==> src/logic/timer_capture_consts.svh <==
// named offsets, field positions, reset values and counts of the capture timer
`ifndef TIMER_CAPTURE_CONSTS_SVH
`define TIMER_CAPTURE_CONSTS_SVH

`define TC_ADDR_W          8
`define TC_DATA_W          16
`define TC_MAX_CHAN        8

`define TC_ADDR_START      8'h00
`define TC_ADDR_STOP       8'h04
`define TC_ADDR_ENABLED    8'h08
`define TC_ADDR_IRQ_STATUS 8'h0c
`define TC_ADDR_IRQ_MASK   8'h10
`define TC_ADDR_PRESCALE   8'h14

`define TC_CHAN_SPACE_BIT  7
`define TC_CHAN_IDX_LSB    4
`define TC_CHAN_IDX_W      3
`define TC_WORD_LSB        2
`define TC_OFS_MODE        2'h0
`define TC_OFS_DATA        2'h1
`define TC_OFS_STATUS      2'h2
`define TC_OFS_COUNT       2'h3

`define TC_MODE_W          9
`define TC_MODE_OP_BIT     0
`define TC_MODE_CKS_LSB    1
`define TC_MODE_STS_LSB    3
`define TC_MODE_FILT_BIT   6
`define TC_MODE_EDGE_LSB   7
`define TC_MODE_RESET      9'h000

`define TC_STS_INPUT_EDGE  3'h1
`define TC_EDGE_FALLING    2'h0
`define TC_EDGE_RISING     2'h1

`define TC_COUNT_INIT      16'h0000
`define TC_COUNT_FULL      16'hffff
`define TC_COUNT_ONE       16'h0001
`define TC_REG_RESET       16'h0000

`define TC_PRE_FIELD_W     4
`define TC_PRE_SHIFT_FULL  5'h10
`define TC_PRE_MASK_FULL   16'hffff
`define TC_DIV_ONE         16'h0001

`endif

==> src/logic/timer_capture_pkg.sv <==
// types shared by the capture timer
package timer_capture_pkg;
    typedef enum logic [1:0] {st_off, st_wait_start, st_counting} chan_state_t;
    typedef enum logic {op_one_count, op_interval} op_mode_t;
endpackage

==> src/logic/timer_channel_capture.sv <==
// eight-channel 16-bit capture timer: high-width and pulse-interval measurement
//
// The strobed register port and the placing of the registers are this design's own decisions.
`timescale 1ns/1ps
`include "timer_capture_consts.svh"


module timer_channel_capture #(
    parameter int NUM_CHAN = 8
) (
    // clock and reset
    input  wire logic                   ref_clk,
    input  wire logic                   rst,
    // register port
    input  wire logic [`TC_ADDR_W-1:0]  reg_addr,
    input  wire logic [`TC_DATA_W-1:0]  reg_wdata,
    input  wire logic                   reg_wr,
    input  wire logic                   reg_rd,
    output logic      [`TC_DATA_W-1:0]  reg_rdata,
    // timer input pins
    input  wire logic [NUM_CHAN-1:0]    chan_timer_input,
    // events
    output logic      [NUM_CHAN-1:0]    chan_interrupt_request,
    output logic                        irq
);

    // ------------------------------------------------------------
    // parameter check
    // ------------------------------------------------------------
    generate
        if (NUM_CHAN < 1 || NUM_CHAN > `TC_MAX_CHAN) begin : g_bad_chan
            $error("NUM_CHAN must be between 1 and 8");
        end
    endgenerate

    // ------------------------------------------------------------
    // functions
    // ------------------------------------------------------------
    // prescaled tick: once every 2^expo cycles of the divider
    function automatic logic prescale_tick(input logic [15:0] div,
                                           input logic [3:0]  expo);
        logic [15:0] mask;
        mask = `TC_PRE_MASK_FULL >> (`TC_PRE_SHIFT_FULL - {1'b0, expo});
        return (div & mask) == mask;
    endfunction

    // the reduced set lets only clocks a and b through
    function automatic logic [1:0] eff_select(input int        n,
                                              input logic [1:0] cks);
        if (n == 1 || n == 3) begin
            return cks;
        end
        return {1'b0, cks[0]};
    endfunction

    function automatic logic word_hit(input logic [`TC_ADDR_W-1:0] a,
                                      input logic [`TC_ADDR_W-1:0] ref_a);
        return a == ref_a;
    endfunction

    // ------------------------------------------------------------
    // registers and state
    // ------------------------------------------------------------
    logic [`TC_MODE_W-1:0]      mode_reg [NUM_CHAN];
    logic [`TC_DATA_W-1:0]      cnt_reg  [NUM_CHAN];
    logic [`TC_DATA_W-1:0]      cnt_next [NUM_CHAN];
    logic [`TC_DATA_W-1:0]      data_reg [NUM_CHAN];
    logic [`TC_DATA_W-1:0]      data_next[NUM_CHAN];
    timer_capture_pkg::chan_state_t state_reg [NUM_CHAN];
    timer_capture_pkg::chan_state_t state_next[NUM_CHAN];
    logic [NUM_CHAN-1:0]        wrap_reg;
    logic [NUM_CHAN-1:0]        wrap_next;
    logic [NUM_CHAN-1:0]        seen_reg;
    logic [NUM_CHAN-1:0]        seen_next;
    logic [NUM_CHAN-1:0]        cap_vec;
    logic [NUM_CHAN-1:0]        tick_vec;
    logic [NUM_CHAN-1:0]        enabled_vec;
    logic [NUM_CHAN-1:0]        irq_stat_reg;
    logic [NUM_CHAN-1:0]        irq_stat_next;
    logic [NUM_CHAN-1:0]        irq_mask_reg;
    logic [`TC_DATA_W-1:0]      prescale_reg;
    logic [`TC_DATA_W-1:0]      div_reg;
    logic [`TC_DATA_W-1:0]      rdata_next;

    // pin pipeline
    logic [NUM_CHAN-1:0]        sync1_reg;
    logic [NUM_CHAN-1:0]        sync2_reg;
    logic [NUM_CHAN-1:0]        samp_reg;
    logic [NUM_CHAN-1:0]        filt1_reg;
    logic [NUM_CHAN-1:0]        filt2_reg;
    logic [NUM_CHAN-1:0]        lvl_reg;
    logic [NUM_CHAN-1:0]        prv_reg;

    // register decode
    logic                       chan_hit;
    logic [`TC_CHAN_IDX_W-1:0]  chan_idx;
    logic [1:0]                 chan_ofs;

    assign chan_idx = reg_addr[`TC_CHAN_IDX_LSB +: `TC_CHAN_IDX_W];
    assign chan_ofs = reg_addr[`TC_WORD_LSB +: 2];
    assign chan_hit = reg_addr[`TC_CHAN_SPACE_BIT]
                      && (reg_addr[1:0] == 2'h0)
                      && (int'(chan_idx) < NUM_CHAN);

    // ------------------------------------------------------------
    // prescaler
    // ------------------------------------------------------------
    always_ff @(posedge ref_clk) begin
        if (rst) begin
            div_reg <= `TC_REG_RESET;
        end else begin
            div_reg <= div_reg + `TC_DIV_ONE;
        end
    end

    // operating clock of each channel as a one-cycle enable
    always_comb begin
        logic [1:0] sel;
        sel = 2'h0;
        for (int n = 0; n < NUM_CHAN; n++) begin
            sel = eff_select(n, mode_reg[n][`TC_MODE_CKS_LSB +: 2]);
            tick_vec[n] = prescale_tick(div_reg,
                prescale_reg[int'(sel) * `TC_PRE_FIELD_W +: `TC_PRE_FIELD_W]);
        end
    end

    // ------------------------------------------------------------
    // input pins
    // ------------------------------------------------------------
    always_ff @(posedge ref_clk) begin
        if (rst) begin
            sync1_reg <= '0;
            sync2_reg <= '0;
        end else begin
            sync1_reg <= chan_timer_input;
            sync2_reg <= sync1_reg;
        end
    end

    // sampled on the operating clock so edges carry one clock of error
    always_ff @(posedge ref_clk) begin
        if (rst) begin
            samp_reg  <= '0;
            filt1_reg <= '0;
            filt2_reg <= '0;
            lvl_reg   <= '0;
            prv_reg   <= '0;
        end else begin
            for (int n = 0; n < NUM_CHAN; n++) begin
                if (tick_vec[n]) begin
                    samp_reg[n]  <= sync2_reg[n];
                    filt1_reg[n] <= samp_reg[n];
                    filt2_reg[n] <= filt1_reg[n];
                    prv_reg[n]   <= lvl_reg[n];
                    if (!mode_reg[n][`TC_MODE_FILT_BIT]) begin
                        lvl_reg[n] <= samp_reg[n];
                    end else if (samp_reg[n] == filt1_reg[n]
                                 && filt1_reg[n] == filt2_reg[n]) begin
                        // three equal samples: two clocks later than unfiltered
                        lvl_reg[n] <= samp_reg[n];
                    end
                end
            end
        end
    end

    // ------------------------------------------------------------
    // channel behaviour
    // ------------------------------------------------------------
    always_comb begin
        logic     tk;
        logic     rise;
        logic     fall;
        logic     edge_v;
        logic     pin_en;
        logic     sw_start;
        logic     sw_stop;
        logic     capture;
        timer_capture_pkg::op_mode_t op;
        tk       = 1'b0;
        rise     = 1'b0;
        fall     = 1'b0;
        edge_v   = 1'b0;
        pin_en   = 1'b0;
        sw_start = 1'b0;
        sw_stop  = 1'b0;
        capture  = 1'b0;
        op       = timer_capture_pkg::op_one_count;
        for (int n = 0; n < NUM_CHAN; n++) begin
            tk     = tick_vec[n];
            rise   = lvl_reg[n] & ~prv_reg[n];
            fall   = ~lvl_reg[n] & prv_reg[n];
            op     = timer_capture_pkg::op_mode_t'(mode_reg[n][`TC_MODE_OP_BIT]);
            pin_en = mode_reg[n][`TC_MODE_STS_LSB +: 3] == `TC_STS_INPUT_EDGE;
            unique case (mode_reg[n][`TC_MODE_EDGE_LSB +: 2])
                `TC_EDGE_FALLING: edge_v = fall;
                `TC_EDGE_RISING:  edge_v = rise;
                default:          edge_v = rise | fall;
            endcase
            sw_start = reg_wr && word_hit(reg_addr, `TC_ADDR_START) && reg_wdata[n];
            sw_stop  = reg_wr && word_hit(reg_addr, `TC_ADDR_STOP) && reg_wdata[n];
            capture  = 1'b0;
            state_next[n] = state_reg[n];
            cnt_next[n]   = cnt_reg[n];
            seen_next[n]  = seen_reg[n];
            data_next[n]  = data_reg[n];
            wrap_next[n]  = wrap_reg[n];
            if (sw_stop) begin
                state_next[n] = timer_capture_pkg::st_off;
            end else if (state_reg[n] == timer_capture_pkg::st_off) begin
                if (sw_start) begin
                    if (op == timer_capture_pkg::op_interval) begin
                        state_next[n] = timer_capture_pkg::st_counting;
                        cnt_next[n]   = `TC_COUNT_INIT;
                        seen_next[n]  = 1'b0;
                    end else begin
                        // counter keeps its value until the rising edge
                        state_next[n] = timer_capture_pkg::st_wait_start;
                    end
                end
            end else if (op == timer_capture_pkg::op_interval) begin
                if (sw_start || (tk && pin_en && edge_v)) begin
                    capture       = 1'b1;
                    cnt_next[n]   = `TC_COUNT_INIT;
                    state_next[n] = timer_capture_pkg::st_counting;
                end else if (tk) begin
                    cnt_next[n] = cnt_reg[n] + `TC_COUNT_ONE;
                    if (cnt_reg[n] == `TC_COUNT_FULL) begin
                        seen_next[n] = 1'b1;
                    end
                end
            end else if (state_reg[n] == timer_capture_pkg::st_wait_start) begin
                if (tk && pin_en && rise) begin
                    state_next[n] = timer_capture_pkg::st_counting;
                    cnt_next[n]   = `TC_COUNT_INIT;
                    seen_next[n]  = 1'b0;
                end
            end else begin
                if (tk && pin_en && fall) begin
                    capture       = 1'b1;
                    state_next[n] = timer_capture_pkg::st_wait_start;
                end else if (tk) begin
                    cnt_next[n] = cnt_reg[n] + `TC_COUNT_ONE;
                    if (cnt_reg[n] == `TC_COUNT_FULL) begin
                        seen_next[n] = 1'b1;
                    end
                end
            end
            if (capture) begin
                // captured value plus wrap flag give periods or high widths of up to twice the counter range
                data_next[n] = cnt_reg[n];
                wrap_next[n] = seen_reg[n];
                seen_next[n] = 1'b0;
            end
            cap_vec[n]     = capture;
            enabled_vec[n] = state_reg[n] != timer_capture_pkg::st_off;
        end
    end

    always_ff @(posedge ref_clk) begin
        if (rst) begin
            for (int n = 0; n < NUM_CHAN; n++) begin
                state_reg[n] <= timer_capture_pkg::st_off;
                cnt_reg[n]   <= `TC_COUNT_INIT;
                data_reg[n]  <= `TC_REG_RESET;
            end
            seen_reg <= '0;
            wrap_reg <= '0;
        end else begin
            for (int n = 0; n < NUM_CHAN; n++) begin
                state_reg[n] <= state_next[n];
                cnt_reg[n]   <= cnt_next[n];
                data_reg[n]  <= data_next[n];
            end
            seen_reg <= seen_next;
            wrap_reg <= wrap_next;
        end
    end

    // ------------------------------------------------------------
    // configuration registers
    // ------------------------------------------------------------
    always_ff @(posedge ref_clk) begin
        if (rst) begin
            for (int n = 0; n < NUM_CHAN; n++) begin
                mode_reg[n] <= `TC_MODE_RESET;
            end
            prescale_reg <= `TC_REG_RESET;
            irq_mask_reg <= '0;
        end else if (reg_wr) begin
            if (chan_hit && chan_ofs == `TC_OFS_MODE) begin
                mode_reg[chan_idx] <= reg_wdata[`TC_MODE_W-1:0];
            end
            if (word_hit(reg_addr, `TC_ADDR_PRESCALE)) begin
                prescale_reg <= reg_wdata;
            end
            if (word_hit(reg_addr, `TC_ADDR_IRQ_MASK)) begin
                irq_mask_reg <= reg_wdata[NUM_CHAN-1:0];
            end
        end
    end

    // ------------------------------------------------------------
    // interrupts
    // ------------------------------------------------------------
    // a capture in the clearing cycle survives the write of one
    always_comb begin
        irq_stat_next = irq_stat_reg;
        if (reg_wr && word_hit(reg_addr, `TC_ADDR_IRQ_STATUS)) begin
            irq_stat_next = irq_stat_reg & ~reg_wdata[NUM_CHAN-1:0];
        end
        irq_stat_next = irq_stat_next | cap_vec;
    end

    always_ff @(posedge ref_clk) begin
        if (rst) begin
            irq_stat_reg           <= '0;
            irq                    <= 1'b0;
            chan_interrupt_request <= '0;
        end else begin
            irq_stat_reg           <= irq_stat_next;
            irq                    <= |(irq_stat_next & irq_mask_reg);
            chan_interrupt_request <= cap_vec;
        end
    end

    // ------------------------------------------------------------
    // read port
    // ------------------------------------------------------------
    always_comb begin
        rdata_next = `TC_REG_RESET;
        if (chan_hit) begin
            unique case (chan_ofs)
                `TC_OFS_MODE:   rdata_next = `TC_DATA_W'(mode_reg[chan_idx]);
                `TC_OFS_DATA:   rdata_next = data_reg[chan_idx];
                `TC_OFS_STATUS: rdata_next = `TC_DATA_W'(wrap_reg[chan_idx]);
                `TC_OFS_COUNT:  rdata_next = cnt_reg[chan_idx];
            endcase
        end else if (word_hit(reg_addr, `TC_ADDR_ENABLED)) begin
            rdata_next = `TC_DATA_W'(enabled_vec);
        end else if (word_hit(reg_addr, `TC_ADDR_IRQ_STATUS)) begin
            rdata_next = `TC_DATA_W'(irq_stat_reg);
        end else if (word_hit(reg_addr, `TC_ADDR_IRQ_MASK)) begin
            rdata_next = `TC_DATA_W'(irq_mask_reg);
        end else if (word_hit(reg_addr, `TC_ADDR_PRESCALE)) begin
            rdata_next = prescale_reg;
        end
    end

    // data stand only in the cycle after the strobe
    always_ff @(posedge ref_clk) begin
        if (rst) begin
            reg_rdata <= `TC_REG_RESET;
        end else if (reg_rd) begin
            reg_rdata <= rdata_next;
        end else begin
            reg_rdata <= `TC_REG_RESET;
        end
    end

endmodule // timer_channel_capture

==> config.mk <==
export PLATFORM = sky130hd
export DESIGN_NAME = timer_channel_capture
export DESIGN_NICKNAME = d
export VERILOG_FILES = /design/src/logic/timer_capture_pkg.sv /design/src/logic/timer_channel_capture.sv
export VERILOG_INCLUDE_DIRS = /design/src /design/src/logic
export SDC_FILE = /design/constraint.sdc
export NUM_CORES = 1
export LEC_CHECK = 0
export BUFFER_PORTS_ARGS = -buffer_cell sky130_fd_sc_hd__buf_2
export CORE_UTILIZATION = 46
export CTS_CLUSTER_DIAMETER = 60
export DETAILED_ROUTE_END_ITERATION = 7
export SLEW_MARGIN = 10
export SYNTH_ARGS = -nofsm -noshare
export SYNTH_HDL_FRONTEND = slang
export SYNTH_SLANG_ARGS = --single-unit
==> constraint.sdc <==
create_clock -name ref_clk -period 3.7 [get_ports ref_clk]
set_clock_uncertainty 0.1 [all_clocks]
set_input_delay 0.74 -clock ref_clk [delete_from_list [all_inputs] [get_ports ref_clk]]
set_output_delay 0.74 -clock ref_clk [all_outputs]
set_load 0.005 [all_outputs]
==> flow_summary_export.csv <==
group,metric,value,unit
status,status,"completed",
power,p_leak,12.13,nW
routing,dr.pass1.iters,7,
clock_tree,clk_pin_slew,0.06,ns
clock_tree,clockBufferDepth,3,
yosys,synth_warnings,0,
power,pwr-share-clk,44.4,%
cells_and_area,drive_above_1_share,21.55,%
power,power_density,404.8,nW/µm²
routing,drc_errors,0,
routing,drtAntennaViolNets,0,
timing,relSlewSlack,36.73,%
place,dp.cells,3778,
worst_setup_path,crit_required,4.12,ns
routing,via_per_inst,6.282,
yosys,ys_async_sr_fraction,0,%
yosys,syn_avg_cell_area,9.489,µm²
routing,dr.first_iter.drc_count,3181,
worst_setup_path,critPathMaxFanout,7,
floorplanning,die_w,245.9,µm
power,peakVddDrop,382.3,µV
yosys,syn_nets,2968,
power,comb_power_share,11.0,%
place,dp_slack,-0.1694,ns
worst_setup_path,r2r-start,"mode_reg[2][1]$_SDFFCE_PN0P_",
timing,rsz0062_at_grt,"true",
power,power,13.20,mW
cells_and_area,stdcell_count,3911,
yosys,yosysSeqAreaShare,43.10,%
place,portBuffers,60,
grt,grt-ovfl-total,0,
floorplanning,die-area,60450,µm²
clock_tree,cts_buffers,57,
grt,grtUsageTotal,33.08,%
power,swShare,26.07,%
place,post_dp_cell_area,29970,µm²
yosys,synth_edf_count,200,
worst_setup_path,end_kind,"flip-flop",
worst_setup_path,arrival,4.08,ns
worst_setup_path,crit_end,"state_reg[0][5]$_SDFFE_PP0P_",
yosys,yosysUniqueCellTypes,127,
power,p_seq_share,44.7,%
routing,wire_per_inst,26.00,µm
worst_setup_path,critPathTopFamily,"simple AND/OR/NAND/NOR gates",
clock_tree,cts_hold_buf,0,
timing,final_hold_viol_count,0,
routing,wirelength,101700,µm
timing,final_max_slew_viol_count,0,
grt,grt_pass1_vias,22650,
power,p_sw,3.441,mW
floorplanning,rows,89,
cells_and_area,nNetsFinal,3174,
clock_tree,clockRootBuffer,"clkbuf_16",
worst_setup_path,r2r_setup_slack,0.04,ns
power,p_int,9.758,mW
timing,fin_crit_sh,98.95,%
worst_setup_path,crit_path_frequent_cell,"buf_6",
clock_tree,cts_num_sinks,489,
floorplanning,io_pins,61,
worst_setup_path,r2r_cells,13,
cells_and_area,n_fill_cell,5195,
place,dp_hpwl,75620,µm
grt,antenna_found_initial,7,
floorplanning,chipHeight,245.9,µm
grt,grt_pass1_wl,148500,µm
cells_and_area,mostFrequentLayoutCells,"nor2_1, dfxtp_1, buf_4",
clock_tree,cts_tree,"yes",
yosys,ys_ff_latch,489,
worst_setup_path,path_cells,"buf_6 > mux2i_4 > ha_4 > xor2_4 > nor2_1 > nor4_2 > a32oi_1 > buf_4 > buf_6 > o31a_1 > or2_1 > or4_4 > and3_4",
worst_setup_path,startpoint_type,"flip-flop",
yosys,ys.flop_type,"dfxtp_1",
yosys,syn_inst,2883,
cells_and_area,fin_area,32600,µm²
cells_and_area,mostFrequentLayoutCell,"nor2_1",
timing,layout_setup_ws,0.03889,ns
place,gp_congestion,1.038,
cells_and_area,area_growth,19.18,%
routing,vias,24570,
timing,fmax,0.2731,GHz
worst_setup_path,cp_num_buf_inv,3,
min_path,min_path_type,"in -> reg",
worst_setup_path,r2r_end,"state_reg[0][5]$_SDFFE_PP0P_",
worst_setup_path,crit_type,"reg -> reg",
clock_tree,clock_latency,0.63,ns
clock_tree,cts-htree-levels,2,
timing,tightest_slew,0.9470,ns
worst_setup_path,slowest_delay,0.52,ns
timing,finalSetupViolCount,0,
worst_setup_path,cp.depth,13,
worst_setup_path,startpoint,"mode_reg[2][1]$_SDFFCE_PN0P_",
floorplanning,core,58910,µm²
timing,period_needed,3.661,ns
grt,grt_start_max_net_pins,96,
worst_setup_path,slowest_stage,"or4_4",
floorplanning,initial_utilization,46.44,%
yosys,netlist_area,27360,µm²
run,cap_viol_max_count,0,
timing,whs,0.2258,ns
==> how the worst min path moves through the flow <==
stage / start / to / slack (ns) / depth (start not counted)
final: chan_timer_input[2] / sync1_reg[2]$_SDFF_PP0_ / 0.23 / 2
after global routing: chan_timer_input[2] / sync1_reg[2]$_SDFF_PP0_ / 0.21 / 2
after CTS: chan_timer_input[2] / sync1_reg[2]$_SDFF_PP0_ / 0.20 / 2
after detailed placement: sync1_reg[7]$_SDFF_PP0_ / sync2_reg[7]$_SDFF_PP0_ / 0.32 / 1
after global placement: sync1_reg[3]$_SDFF_PP0_ / sync2_reg[3]$_SDFF_PP0_ / 0.33 / 1
after floorplan: sync1_reg[0]$_SDFF_PP0_ / sync2_reg[0]$_SDFF_PP0_ / 0.31 / 1
==> cells by family (layout without fill, tap and decap cells) <==
kind of cell / after synthesis / in the layout / share of synthesized area [%]
fa+ha+maj: 49 / 49 / 2.241
compound gates: 631 / 631 / 16.30
buf+inv: 288 / 538 / 4.318
flops: 489 / 489 / 43.10
xor+xnor: 127 / 127 / 4.176
mux: 168 / 169 / 8.493
simple gates: 1131 / 1134 / 21.37
other cells: 0 / 1 / 0
==> worst register-to-register path, delay by kind of cell (launching register included) <==
kind                       cells  cell delay, ns
AOI/OAI and AO/OA              2            0.45
muxes                          1            0.35
and+or+nand+nor                5            1.41
buffers and inverters          3            0.47
xor gates and xnor gates       1            0.22
DFF                            1            0.34
adders and majority gates      1            0.23
==> area by class of cell <==
class	instances	area [µm²]	share of cell area, %
Antenna cell	1	2.502	0.007675
Clock buffer	80	1682	5.158
Clock inverter	27	271.5	0.8328
Inverter	100	380.4	1.167
Multi-Input combinational cell	2110	14880	45.65
Sequential cell	489	11800	36.19
Tap cell	773	967.2	2.967
Timing Repair Buffer	331	2616	8.025
==> power groups by stage <==
stage | Sequential, mW | Clock, mW | Combinational (mW)
6_report | 5.90 | 5.86 | 1.45
5_1_grt | 5.90 | 6.10 | 1.51
4_1_cts | 5.89 | 5.90 | 1.37
3_5_place_dp | 6.00 | 0 | 1.35
3_3_place_gp | 6.00 | 0 | 1.33
2_1_floorplan | 5.93 | 0 | 0.803
==> layer usage <==
layer	routed length [µm]	vias up	track usage, %
met5	27	-	0
li1	-	10970	-
met2	42760	1391	47.71
met1	44360	12020	49.02
met3	11300	180	6.603
met4	3231	4	10.71
==> cells in the mapped netlist, drive strengths merged (18+ instances only) <==
| cell | n | area, µm² |
|---|---|---|
| mux2i | 83 | 893.4 |
| o22ai | 22 | 137.6 |
| dfxtp | 289 | 5786 |
| nand2 | 184 | 693.2 |
| inv | 97 | 364.1 |
| and2 | 159 | 994.7 |
| and3 | 74 | 462.9 |
| nor3 | 63 | 347.8 |
| nand2b | 27 | 168.9 |
| a221oi | 38 | 332.8 |
| a21oi | 184 | 924.6 |
| a22oi | 43 | 322.8 |
| nand3 | 80 | 417.9 |
| buf | 59 | 309.0 |
| o21ai | 108 | 570.6 |
| mux4 | 42 | 945.9 |
| edfxtp | 200 | 6006 |
| ha | 49 | 613.1 |
| o211ai | 19 | 152.6 |
| xor2 | 70 | 635.6 |
| clkbuf | 129 | 496.7 |
| xnor2 | 57 | 506.7 |
| nor4 | 18 | 155.1 |
| nor2 | 322 | 1211 |
| nand4 | 62 | 394.1 |
| mux2 | 43 | 484.2 |
| a211oi | 31 | 272.8 |
| nor2b | 63 | 394.1 |
==> per-stage QoR <==
step,util [%],TNS (ns)
after floorplan,-,0
after global placement,50.88,-0.9242
after detailed placement,50.88,-6.811
after CTS,54.40,-0.002752
after global routing,55.34,-3.120
final,55.35,0
==> repair_timing <==
item	in CTS	in global routing
gates cloned	3	1
endpoints found under the setup margin	131	309
hold endpoints to repair	0	0
buffers inserted	2	19
pin swaps	7	41
resized for setup	23	87
Note: power is estimated with default switching activity, not from simulation.
